<file path="src/status_pkg.sv">
// Shared constants for the status event reporting block
package status_pkg;
  // Group widths
  localparam int QUES_W = 16;
  localparam int STD_W = 8;
  localparam int STB_W = 8;
  // Questionable-data bit positions
  localparam int QB_OVERLOAD = 0;
  localparam int QB_UNLOCK = 5;
  localparam int QB_CAL = 8;
  localparam int QB_EXTREF = 9;
  // Questionable-data implemented bits, all others read zero
  localparam logic [15:0] QUES_USED = 16'h0321;
  // Standard-event bit positions
  localparam int SB_OPC = 0;
  localparam int SB_QUERY = 2;
  localparam int SB_DEVICE = 3;
  localparam int SB_EXEC = 4;
  localparam int SB_CMD = 5;
  localparam int SB_PWR = 7;
  // Standard-event implemented bits
  localparam logic [7:0] STD_USED = 8'hbd;
  // Status byte bit positions
  localparam int YB_ERRQ = 2;
  localparam int YB_QUES = 3;
  localparam int YB_MAV = 4;
  localparam int YB_STD = 5;
  localparam int YB_RQS = 6;
  // Status byte mask bits that may feed the master summary
  localparam logic [7:0] SRE_USED = 8'h3c;
  // Reset values
  localparam logic [15:0] QUES_MASK_RST = 16'h0000;
  localparam logic [7:0] STD_MASK_RST = 8'h00;
  localparam logic [7:0] SRE_RST = 8'h00;
  localparam logic PSC_RST = 1'b1;
  // Power-up sequencing states
  typedef enum logic [1:0] {
    BOOT_LOAD = 2'b00,
    BOOT_MARK = 2'b01,
    BOOT_RUN = 2'b11
  } boot_t;
endpackage : status_pkg

</file>
<file path="src/evt_if.sv">
// Carrier between the top and one latched event group
`timescale 1ns/1ps
interface evt_if #(parameter int W = 8);
  logic [W-1:0] set_ev; // Event strobes, one per bit
  logic clear_ev; // Clear all latched bits
  logic mask_wr; // Mask load strobe
  logic [W-1:0] mask_wdata; // Mask load value
  logic [W-1:0] event_q; // Latched events
  logic [W-1:0] mask_q; // Current mask
  logic summary; // Masked OR of the group
  modport grp (input set_ev, clear_ev, mask_wr, mask_wdata, output event_q, mask_q, summary);
  modport ctl (output set_ev, clear_ev, mask_wr, mask_wdata, input event_q, mask_q, summary);
endinterface : evt_if

</file>
<file path="src/event_group.sv">
// One latched event register with its mask and summary bit
`timescale 1ns/1ps
module event_group #(
  parameter int W = 8,
  parameter logic [W-1:0] USED = '1
) (
  // Clock and reset
  input wire logic clk_i,
  input wire logic rst_n_i,
  // Group carrier
  evt_if.grp g
);
  // Carrier width must match the group width
  if ($bits(g.event_q) != W) begin : g_bad_width
    $error("event_group width does not match carrier");
  end

  // Masked events, decoded continuously
  wire logic [W-1:0] hit = g.event_q & g.mask_q;

  // Latched events: a set in the clearing cycle survives
  always_ff @(posedge clk_i or negedge rst_n_i) begin
    if (!rst_n_i) begin
      g.event_q <= '0;
    end else begin
      g.event_q <= (g.clear_ev ? '0 : g.event_q) | (g.set_ev & USED);
    end
  end

  // Mask register; writing zero clears it
  always_ff @(posedge clk_i or negedge rst_n_i) begin
    if (!rst_n_i) begin
      g.mask_q <= '0;
    end else if (g.mask_wr) begin
      g.mask_q <= g.mask_wdata & USED;
    end
  end

  // Summary follows either register without delay
  assign g.summary = |hit;
endmodule : event_group

</file>
<file path="src/pin_sync.sv">
// Three-stage synchroniser with agreement filter per pin
`timescale 1ns/1ps
module pin_sync #(
  parameter int W = 1
) (
  // Clock and reset
  input wire logic clk_i,
  input wire logic rst_n_i,
  // Raw pins and filtered levels
  input wire logic [W-1:0] d_i,
  output logic [W-1:0] q_o
);
  if (W < 1) begin : g_bad_w
    $error("pin_sync needs at least one bit");
  end

  for (genvar i = 0; i < W; i++) begin : g_bit
    logic s1; // Metastable stage, read only by s2
    logic s2; // Second stage
    logic s3; // Third stage
    // Shift chain; level moves only when stages two and three agree
    always_ff @(posedge clk_i or negedge rst_n_i) begin
      if (!rst_n_i) begin
        s1 <= 1'b0;
        s2 <= 1'b0;
        s3 <= 1'b0;
        q_o[i] <= 1'b0;
      end else begin
        s1 <= d_i[i];
        s2 <= s1;
        s3 <= s2;
        if (s2 == s3) begin
          q_o[i] <= s3;
        end
      end
    end
  end
endmodule : pin_sync

</file>
<file path="src/status_event_reporting.sv">
// Status byte, questionable-data and standard-event reporting logic
`timescale 1ns/1ps
// Notes on behaviour
// Message-available bit follows pending output data
// Host arms service requests in fixed order
// Host unmasks operation-complete before command string
// Operation-complete bit set after flagged sequence
// Standard summary drives status byte bit 5
// Questionable summary reports only masked bits
// Overload latches bit 0, disables output
// Phase-lock loss latches questionable bit 5
// Calibration fault, loss or unsecure sets bit 8
// External timebase use sets questionable bit 9
// Unused status bits always read zero
// Questionable events cleared by clear-all or read
// Questionable mask cleared at power, preset, zero
// Operation complete waits for overlapped work too
// Query faults set standard bit 2
// Device-specific errors set standard bit 3
// Execution error bit 4, syntax error bit 5
// Power-up sets standard bit 7
// Standard events cleared by clear-all or read
// Standard mask: zero write clears, power per setting
// Event bits latch and hold until cleared
// Rising master summary raises service request
// Group summary is masked OR, combinational
module status_event_reporting (
  // Clock and reset
  input wire logic MCLK_I,
  input wire logic RST_N_I,
  // Asynchronous condition pins
  input wire logic OVLD_PIN_I,
  input wire logic UNLOCK_PIN_I,
  input wire logic EXTREF_PIN_I,
  // Calibration state from the controller
  input wire logic CAL_FAIL_I,
  input wire logic CAL_LOST_I,
  input wire logic CAL_UNSEC_I,
  // Command strobes from the parser
  input wire logic CLS_I,
  input wire logic PRESET_I,
  input wire logic QUES_RD_I,
  input wire logic ESR_RD_I,
  input wire logic QUES_MASK_WR_I,
  input wire logic STD_MASK_WR_I,
  input wire logic SRE_WR_I,
  input wire logic PSC_WR_I,
  input wire logic OPC_I,
  input wire logic [status_pkg::QUES_W-1:0] WDATA_I,
  // Command engine state
  input wire logic CMD_IDLE_I,
  input wire logic OVERLAP_BUSY_I,
  input wire logic OUT_PENDING_I,
  input wire logic ERRQ_NONEMPTY_I,
  // Error reports, one-cycle pulses
  input wire logic QRY_EMPTY_I,
  input wire logic QRY_INTERRUPT_I,
  input wire logic QRY_DEADLOCK_I,
  input wire logic DEV_ERR_I,
  input wire logic EXEC_ERR_I,
  input wire logic CMD_ERR_I,
  // Saved settings offered at power-up
  input wire logic NV_PSC_I,
  input wire logic [status_pkg::STD_W-1:0] NV_STD_MASK_I,
  input wire logic [status_pkg::STB_W-1:0] NV_SRE_I,
  // Bus-side poll and output control
  input wire logic SPOLL_I,
  input wire logic OUTPUT_ON_I,
  // Read-back values
  output logic [status_pkg::QUES_W-1:0] QUES_EVENT_O,
  output logic [status_pkg::STD_W-1:0] ESR_O,
  output logic [status_pkg::QUES_W-1:0] QUES_MASK_O,
  output logic [status_pkg::STD_W-1:0] STD_MASK_O,
  output logic [status_pkg::STB_W-1:0] SRE_O,
  output logic PSC_O,
  // Status byte and service request
  output logic [status_pkg::STB_W-1:0] STB_O,
  output logic [status_pkg::STB_W-1:0] SPOLL_BYTE_O,
  output logic SRQ_O,
  // Main output enable
  output logic OUTPUT_EN_O
);
  import status_pkg::*;

  // Group carriers
  evt_if #(.W(QUES_W)) ques_c ();
  evt_if #(.W(STD_W)) std_c ();

  // Questionable-data group
  event_group #(.W(QUES_W), .USED(QUES_USED)) u_ques (
    .clk_i(MCLK_I),
    .rst_n_i(RST_N_I),
    .g(ques_c.grp)
  );

  // Standard-event group
  event_group #(.W(STD_W), .USED(STD_USED)) u_std (
    .clk_i(MCLK_I),
    .rst_n_i(RST_N_I),
    .g(std_c.grp)
  );

  // Filtered pin levels: overload, unlock, external reference
  logic [2:0] pin_lvl;
  // Previous filtered levels for edge detection
  logic [2:0] pin_prev;

  pin_sync #(.W(3)) u_sync (
    .clk_i(MCLK_I),
    .rst_n_i(RST_N_I),
    .d_i({EXTREF_PIN_I, UNLOCK_PIN_I, OVLD_PIN_I}),
    .q_o(pin_lvl)
  );

  // Calibration level history for edge detection
  logic cal_lost_prev;
  logic cal_unsec_prev;

  // Power-up sequencer state
  boot_t boot;
  boot_t next_boot;

  // Pending operation-complete request
  logic opc_armed;

  // Previous master summary for rise detection
  logic master_prev;

  // Request-service flag shown in the poll byte
  logic rqs;

  // Pin, loss and unsecure events latch on the condition turning on, not while it stays on
  wire logic ovld_rise = pin_lvl[0] & ~pin_prev[0];
  wire logic unlock_rise = pin_lvl[1] & ~pin_prev[1];
  wire logic extref_rise = pin_lvl[2] & ~pin_prev[2];
  wire logic lost_rise = CAL_LOST_I & ~cal_lost_prev;
  wire logic unsec_rise = CAL_UNSEC_I & ~cal_unsec_prev;

  // Any calibration cause feeds one bit
  wire logic cal_event = CAL_FAIL_I | lost_rise | unsec_rise;

  // Operation complete needs the parser idle and no overlapped work left
  wire logic opc_done = opc_armed & CMD_IDLE_I & ~OVERLAP_BUSY_I;

  // Any of the three query faults
  wire logic query_fault = QRY_EMPTY_I | QRY_INTERRUPT_I | QRY_DEADLOCK_I;

  // Second running cycle marks power applied; the first loads saved settings
  wire logic boot_load = (boot == BOOT_LOAD);
  wire logic boot_mark = (boot == BOOT_MARK);

  // Questionable event strobes by bit position
  logic [QUES_W-1:0] ques_set;
  always_comb begin
    ques_set = '0;
    ques_set[QB_OVERLOAD] = ovld_rise;
    ques_set[QB_UNLOCK] = unlock_rise;
    ques_set[QB_CAL] = cal_event;
    ques_set[QB_EXTREF] = extref_rise;
  end

  // Standard event strobes by bit position
  logic [STD_W-1:0] std_set;
  always_comb begin
    std_set = '0;
    std_set[SB_OPC] = opc_done;
    std_set[SB_QUERY] = query_fault;
    std_set[SB_DEVICE] = DEV_ERR_I;
    std_set[SB_EXEC] = EXEC_ERR_I;
    std_set[SB_CMD] = CMD_ERR_I;
    std_set[SB_PWR] = boot_mark;
  end

  // Questionable group drive
  assign ques_c.set_ev = ques_set;
  assign ques_c.clear_ev = CLS_I | QUES_RD_I;
  // Preset clears the mask through the same load path
  assign ques_c.mask_wr = QUES_MASK_WR_I | PRESET_I;
  assign ques_c.mask_wdata = PRESET_I ? QUES_MASK_RST : WDATA_I;

  // Standard group drive
  assign std_c.set_ev = std_set;
  assign std_c.clear_ev = CLS_I | ESR_RD_I;
  // At power-up the saved mask survives only when clearing is off
  assign std_c.mask_wr = STD_MASK_WR_I | boot_load;
  assign std_c.mask_wdata = boot_load ? (NV_PSC_I ? STD_MASK_RST : NV_STD_MASK_I)
                                      : WDATA_I[STD_W-1:0];

  // Status byte condition, master bit filled in below
  logic [STB_W-1:0] stb_cond;
  always_comb begin
    stb_cond = '0;
    stb_cond[YB_ERRQ] = ERRQ_NONEMPTY_I;
    stb_cond[YB_QUES] = ques_c.summary;
    stb_cond[YB_MAV] = OUT_PENDING_I;
    stb_cond[YB_STD] = std_c.summary;
  end

  // Master summary over the enabled condition bits
  wire logic master = |(stb_cond & SRE_O & SRE_USED);
  wire logic master_rise = master & ~master_prev;

  // Full status byte as software reads it
  logic [STB_W-1:0] stb_full;
  always_comb begin
    stb_full = stb_cond;
    stb_full[YB_RQS] = master;
  end

  // Request flag: a new rise beats a poll in the same cycle
  logic next_rqs;
  assign next_rqs = master_rise | (rqs & ~SPOLL_I);

  // Poll response carries the request flag instead of the master bit
  logic [STB_W-1:0] next_poll;
  always_comb begin
    next_poll = stb_cond;
    next_poll[YB_RQS] = next_rqs;
  end

  // Power-up sequencer next state
  always_comb begin
    case (boot)
      BOOT_LOAD: next_boot = BOOT_MARK;
      BOOT_MARK: next_boot = BOOT_RUN;
      BOOT_RUN: next_boot = BOOT_RUN;
      default: next_boot = BOOT_LOAD;
    endcase
  end

  // Sequencer register
  always_ff @(posedge MCLK_I or negedge RST_N_I) begin
    if (!RST_N_I) begin
      boot <= BOOT_LOAD;
    end else begin
      boot <= next_boot;
    end
  end

  // Edge history for conditions
  always_ff @(posedge MCLK_I or negedge RST_N_I) begin
    if (!RST_N_I) begin
      pin_prev <= '0;
      cal_lost_prev <= 1'b0;
      cal_unsec_prev <= 1'b0;
      master_prev <= 1'b0;
    end else begin
      pin_prev <= pin_lvl;
      cal_lost_prev <= CAL_LOST_I;
      cal_unsec_prev <= CAL_UNSEC_I;
      master_prev <= master;
    end
  end

  // Operation-complete request; clear-all cancels, a new request wins
  always_ff @(posedge MCLK_I or negedge RST_N_I) begin
    if (!RST_N_I) begin
      opc_armed <= 1'b0;
    end else if (OPC_I) begin
      opc_armed <= 1'b1;
    end else if (CLS_I | opc_done) begin
      opc_armed <= 1'b0;
    end
  end

  // Service-request flag and bus line
  always_ff @(posedge MCLK_I or negedge RST_N_I) begin
    if (!RST_N_I) begin
      rqs <= 1'b0;
      SRQ_O <= 1'b0;
    end else begin
      rqs <= next_rqs;
      SRQ_O <= next_rqs;
    end
  end

  // Status byte enable; power-up value depends on the clear setting
  always_ff @(posedge MCLK_I or negedge RST_N_I) begin
    if (!RST_N_I) begin
      SRE_O <= SRE_RST;
    end else if (boot_load) begin
      SRE_O <= NV_PSC_I ? SRE_RST : (NV_SRE_I & SRE_USED);
    end else if (SRE_WR_I) begin
      SRE_O <= WDATA_I[STB_W-1:0] & SRE_USED;
    end
  end

  // Power-on clear setting, taken from storage after release
  always_ff @(posedge MCLK_I or negedge RST_N_I) begin
    if (!RST_N_I) begin
      PSC_O <= PSC_RST;
    end else if (boot_load) begin
      PSC_O <= NV_PSC_I;
    end else if (PSC_WR_I) begin
      PSC_O <= WDATA_I[0];
    end
  end

  // Read data captured on the clearing read, so the reply holds the old bits
  always_ff @(posedge MCLK_I or negedge RST_N_I) begin
    if (!RST_N_I) begin
      QUES_EVENT_O <= '0;
      ESR_O <= '0;
    end else begin
      if (QUES_RD_I) begin
        QUES_EVENT_O <= ques_c.event_q;
      end
      if (ESR_RD_I) begin
        ESR_O <= std_c.event_q;
      end
    end
  end

  // Mask mirrors; one cycle behind the group registers
  always_ff @(posedge MCLK_I or negedge RST_N_I) begin
    if (!RST_N_I) begin
      QUES_MASK_O <= QUES_MASK_RST;
      STD_MASK_O <= STD_MASK_RST;
    end else begin
      QUES_MASK_O <= ques_c.mask_q;
      STD_MASK_O <= std_c.mask_q;
    end
  end

  // Status byte and poll byte, registered for clean outputs
  always_ff @(posedge MCLK_I or negedge RST_N_I) begin
    if (!RST_N_I) begin
      STB_O <= '0;
      SPOLL_BYTE_O <= '0;
    end else begin
      STB_O <= stb_full;
      SPOLL_BYTE_O <= next_poll;
    end
  end

  // Output enable; an overload always beats a turn-on request
  always_ff @(posedge MCLK_I or negedge RST_N_I) begin
    if (!RST_N_I) begin
      OUTPUT_EN_O <= 1'b0;
    end else if (ovld_rise | pin_lvl[0]) begin
      OUTPUT_EN_O <= 1'b0;
    end else if (OUTPUT_ON_I) begin
      OUTPUT_EN_O <= 1'b1;
    end
  end

  // Host side sequencing is relied on, not enforced here
  // Unmasking bit 0 before commands is the host's job
  // Arming order for service requests is the host's job
endmodule : status_event_reporting

</file>
<file path="config.mk">
export PLATFORM = sky130hd
export DESIGN_NAME = status_event_reporting
export DESIGN_NICKNAME = d
export VERILOG_FILES = /design/src/status_pkg.sv /design/src/evt_if.sv /design/src/event_group.sv /design/src/pin_sync.sv /design/src/status_event_reporting.sv
export SDC_FILE = /design/constraint.sdc
export NUM_CORES = 1
export LEC_CHECK = 0
export ABC_AREA = 1
export BUFFER_PORTS_ARGS = -buffer_cell sky130_fd_sc_hd__clkbuf_2
export CAP_MARGIN = 20
export CORE_ASPECT_RATIO = 2
export CORE_MARGIN = 5
export CORE_UTILIZATION = 46
export CTS_CLUSTER_DIAMETER = 200
export DETAILED_ROUTE_END_ITERATION = 7
export PLACE_DENSITY = 0.79
export SYNTH_ARGS = -nofsm -noshare
export SYNTH_HDL_FRONTEND = slang
export SYNTH_SLANG_ARGS = --single-unit
</file>
<file path="constraint.sdc">
create_clock -name MCLK_I -period 1.4 [get_ports MCLK_I]
set_clock_uncertainty 0.15 [all_clocks]
set_input_delay 0.14 -clock MCLK_I [delete_from_list [all_inputs] [get_ports MCLK_I]]
set_output_delay 0.14 -clock MCLK_I [all_outputs]
set_load 0.005 [all_outputs]
</file>
# [Word level (Yosys, flattened, before mapping)]
# Cells that the tools add are included.
[op_classes] n_bitwise=33 n_eq_ne=5 n_reduce_logical=9 muxes=15
[ops] operator="$mux 8" count=5
[ops] operator="$and 16x10->16" count=1
[ops] operator="$mux 16" count=1
[ops] operator="$or 16x10->16" count=1
[ops] operator="$reduce_or 16->1" count=1
[ops] operator="$or 1x1->1" count=11
[ops] operator="$mux 10" count=1
[ops] operator="$and 1x1->1" count=9
[ops] operator="$and 8x8->8" count=1
[ops] operator="$not 1->1" count=8
[ops] operator="$or 8x8->8" count=1
[ops] operator="$reduce_bool 2->1" count=4
[ops] operator="$reduce_or 8->1" count=1
[ops] operator="$and 6x6->6" count=1
[ops] operator="$mux 1" count=6
[ops] operator="$mux 6" count=1
[ops] operator="$pmux 2 s2" count=1
[ops] operator="$reduce_or 4->1" count=1
[ops] operator="$eq 1x1->1" count=3
[ops] operator="$eq 2x1->1 const B" count=1
[ops] operator="$eq 2x2->1 const B" count=1
[ops] operator="$logic_not 2->1" count=1
[ops] operator="$reduce_or 2->1" count=1
[totals] regBits=110 output_inout_bits=75 inputBits=62

# [Longest topological paths before layout]
[logic_depth] word_depth=6 ltp_mapped=8 ltp_nobuf=8

# [By module]
# From an unflattened synthesis, not the netlist that was laid out.
[hier_totals] cells_unflattened=391 hier_area_um2=4175.3
[by_module_without_submodules] module="status_event_reporting" n_inst=1 cells_per_inst=245 area_per_inst_um2=2776.4
[by_module_without_submodules] module="event_group (u_std)" n_inst=1 cells_per_inst=60 area_per_inst_um2=536.8
[by_module_without_submodules] module="event_group (u_ques)" n_inst=1 cells_per_inst=62 area_per_inst_um2=513.0
[by_module_without_submodules] module="pin_sync" n_inst=1 cells_per_inst=24 area_per_inst_um2=349.1

# [Worst setup path after synthesis]
# Ideal clock, no wire load.
[synth_path] path_type="reg-to-reg" from="register boot[0]" to="register u_std.g.mask_q[7]" path_stages_with_launch=5 setup_ns=0.132 required_time_ns=1.118 path_buffers=0 slack_ns=0.211 arrival_ns=0.907 cell_sequence="dfrtp_1 > nor2_4 > inv_1 > a22oi_1 > o21ai_0"
[synth_between] elab_chain_cells=2 word_cells_on_any_way=3
[synth_rtl] element="from (decl)" line_no="status_event_reporting.sv:120" rtl="boot_t boot;"
[synth_rtl] element="from (signal assigned)" line_no="status_event_reporting.sv:236" rtl="boot <= next_boot;"
[synth_rtl] element="$logic_not 2->1 *" line_no="status_event_reporting.sv:149" rtl="wire logic boot_load = (boot == BOOT_LOAD);"
[synth_rtl] element="$mux 8 or $or 1x1->1 (tied branches)" line_no="status_event_reporting.sv:186, status_event_reporting.sv:185"
[synth_rtl] element="to (signal assigned)" line_no="event_group.sv:35" rtl="g.mask_q <= g.mask_wdata & USED;"
[synth_rtl] element="to (decl)" line_no="evt_if.sv:11" rtl="modport grp (input set_ev, clear_ev, mask_wr, mask_wdata, output event_q, mask_q, summary);"
# Every way passes the cells marked *; elsewhere a longest branch is shown, timed or not.
# A chain may end at the register's enable or synchronous reset.

# [Worst setup path after layout]
[layout_path] from="register boot[1]" to="register u_std.g.mask_q[2]"
# The elaborated chain is that of the path after synthesis.

==> metrics.csv <==
stage,metric,value,unit
cts,Worst-path clk slew,0.06,ns
placed_design,port bufs,84,
yosys,Post-Synth Simple-Gate Area,10.8,%
die,Row Count,41,
route,via count,2205,
yosys,Synth Instances,273,
yosys,Synth cell types,27,
sta,max-slew violation count,0,
power,Final Power,5040,µW
power,VDD IR max,0.950,mV
route,wire length per cell,14.0,µm
global_route,gr ovfl total,0,
layout,layout net count,467,
sta,Max Clk Rate,757,MHz
cts,CTS tree,yes,
yosys,Async SR Flop Fraction,100,%
yosys,multiplexer area fraction after synthesis,1.56,%
cts,CTS sink cnt,72,
setup_path,Worst setup startpoint,boot[1]$_DFF_PN0_,
sta,unrepaired setup endpoints after global routing,yes,
die,IO Count,137,
route,routed vias/inst,4.45,
power,Switching Fraction,23.9,%
yosys,main area contributors after synthesis,"dfrtp_1 (62%), buf_4 (11%), nand2_1 (6.2%)",
yosys,Synth area leader,dfrtp_1,
placed_design,HPWL Detailed,4240,µm
sta,Final setup viols,0,
sta,fin crit period,1.32,ns
global_route,vias in the first global route,2330,
cts,H-tree Lvls,3,
global_route,initial antenna violation count,0,
setup_path,Critical Path AT,1.37,ns
layout,synth-to-layout area growth,38.0,%
yosys,Synth Area in XOR/XNOR,0,%
yosys,total number of yosys warnings,0,
power,clock share of power,41.4,%
setup_path,terminus of the critical flop-to-flop path,u_std.g.mask_q[2]$_DFFE_PN0P_,
power,P_sw,1200,µW
placed_design,Routability Congestion,0.830,
setup_path,Setup crit start kind,flop,
power,Sequential Power Share,46.9,%
setup_path,critical path required time,1.45,ns
placed_design,area of placed instances,3250,µm²
setup_path,CP max FO,6,
global_route,GRT Util Overall,17.7,%
layout,Filler cells,483,
cts,root buffer cell,clkbuf_16,
power,internal power,3830,µW
yosys,Compound-Gate Fraction of Synth Area,7.72,%
setup_path,Crit Path Category,reg2reg,
setup_path,reg2reg path depth,5,
worst_hold_path,worst hold path cell count,4,
yosys,syn avg cell area,10.6,µm²
yosys,share of the synthesized area in the top cell type,61.6,%
die,die area,8060,µm²
yosys,top-count cell post-synth,dfrtp_1,
setup_path,Reg2Reg Setup Slack,0.08,ns
layout,share of post-route cells with drive strength above 1,28.9,%
route,Iteration-0 DRC Markers,91,
setup_path,Critical Path End,u_std.g.mask_q[2]$_DFFE_PN0P_,
yosys,Yosys reg bits,72,
route,WL final,6950,µm
die,die extent in y,122,µm
cts,clock buffer depth,2,
yosys,"Seq/Total Area, Yosys",62.5,%
cts,Clock Latency Late Sink,0.32,ns
global_route,largest net degree at the start of global routing,34,
flow_run,Max-Cap Viols,0,
power,Combinational Power Share,11.6,%
power,Leakage,0.00206,µW
sta,final worst-path cycle share,94.3,%
yosys,post-synthesis adder-cell area fraction,1.04,%
power,P per Cell Area,1260,nW/µm²
yosys,largest family of logic cells by synthesized area,buffers and inverters,
route,drt drc,0,
yosys,"Cell Area, Synth",2890,µm²
status,status,finished clean,
yosys,"EDFF count, synth",0,
cts,cts bufs inserted,9,
route,drt first pass iters,4,
sta,"Hold Vio Cnt, Final",0,
yosys,dominant register cell in the synthesized netlist,dfrtp_1,
setup_path,CP endpoint kind,flop,
route,ANT nets after route,0,
die,Initial Util,46.5,%
worst_hold_path,worst hold path type,in2reg,
yosys,Commonest cells post-synth,"dfrtp_1 (71), nand2_1 (48), buf_4 (44), inv_1 (30), nor2_1 (17)",
layout,Antenna Cells,0,
global_route,first-pass GRT wire length,10800,µm
die,core area,6210,µm²
layout,fin area,3980,µm²
die,chip width,66.0,µm
setup_path,RR Startpoint,boot[1]$_DFF_PN0_,
==> cells by family after synthesis <==
logic type	Yosys count
buffers and inverters	79
adder cells (fa/ha/maj)	3
AO/OA/AOI/OAI	38
multiplexers	4
other	1
flip-flops	72
AND/OR/NAND/NOR	76
==> per-stage QoR <==
step / utilization [%] / setup slack, ns / setup TNS, ns / std cells / hold WS (ns)
finish: 64.2 / 0.0795 / 0 / 495 / 0.0313
global route: 64.2 / -0.0235 / -0.0235 / 495 / 0.0645
CTS: 63.8 / 0.0480 / 0 / 494 / 0.00520
detailed placement: 52.3 / 0.0934 / 0 / 435 / -0.0977
global placement: 52.3 / 0.125 / 0 / 435 / -0.0986
floorplan: - / 0.211 / 0 / 310 / -0.306
==> how the worst min path moves through the flow <==
stage / start / endpoint / slack [ns]
after floorplan: RST_N_I / ESR_O[0]$_DFFE_PN0P_ / -0.31
after global placement: RST_N_I / QUES_EVENT_O[8]$_DFFE_PN0P_ / -0.1
after detailed placement: RST_N_I / QUES_EVENT_O[8]$_DFFE_PN0P_ / -0.1
after CTS: CMD_IDLE_I / opc_armed$_DFFE_PN0P_ / 0.005
after global routing: ESR_RD_I / ESR_O[5]$_DFFE_PN0P_ / 0.06
final: CLS_I / u_ques.g.event_q[9]$_DFF_PN0_ / 0.03
==> worst max-delay path, stage by stage, from the launching register on <==
cell     delay, ns
dfrtp_1       0.42
nor2_4        0.22
buf_4         0.15
nor2_1        0.06
a21oi_1       0.13
o21ai_1       0.07
==> power by group through the flow <==
stage	clock network (µW)	registers [µW]	logic [µW]
finish	2090	2370	585
global route	2200	2390	660
CTS	2120	2360	574
detailed placement	0	2390	470
global placement	0	2380	460
floorplan	0	2380	293
==> state kept, by name (all words and copies together), names as in the netlist, 4 cells and up <==
signal and flops:
u_ques.g.mask_q 4, QUES_MASK_O 4, STD_MASK_O 6, ESR_O 6, u_std.g.mask_q 6, u_ques.g.event_q 4, STB_O 5, SRE_O 4
u_std.g.event_q 6, QUES_EVENT_O 4
==> routing by layer <==
metal | vias up | share of wire (%) | track usage (%) | wire length, µm
met3 | 11 | 9.3 | 5.72 | 649
met4 | 0 | 1.2 | 6.23 | 83
met5 | - | 0 | 0 | 0
met2 | 105 | 52 | 30.2 | 3600
li1 | 1043 | - | - | -
met1 | 1046 | 38 | 20.7 | 2620
==> layout by cell type, fill, tap and decap left out, drive strengths merged, types with 4 or more instances in the layout <==
master,Yosys,routed
a21oi,10,10
conb,1,38
o21bai,4,4
nand3,4,4
dfrtp,71,71
inv,31,30
o21ai,12,12
mux2,4,4
o211ai,5,5
buf,46,5
dlygate4sd3,0,44
clkbuf,2,95
nor2,20,20
nand2,49,49
==> cell type report <==
cell class | instances | area, µm² | share of cell area (%)
Tap cell | 86 | 108 | 2.70
Clock inverter | 3 | 17.5 | 0.440
Clock buffer | 12 | 256 | 6.44
Timing Repair Buffer | 132 | 916 | 23.0
Inverter | 31 | 121 | 3.05
Sequential cell | 72 | 1800 | 45.3
Multi-Input combinational cell | 159 | 761 | 19.1
==> timing repair <==
action / CTS / global route
resized for setup: 0 / 6
hold endpoints to repair: 107 / 1
setup endpoints to repair: 0 / 4
hold buffers: 44 / 1
setup buffers: 0 / 1
Note: power is estimated with default switching activity, not from simulation.
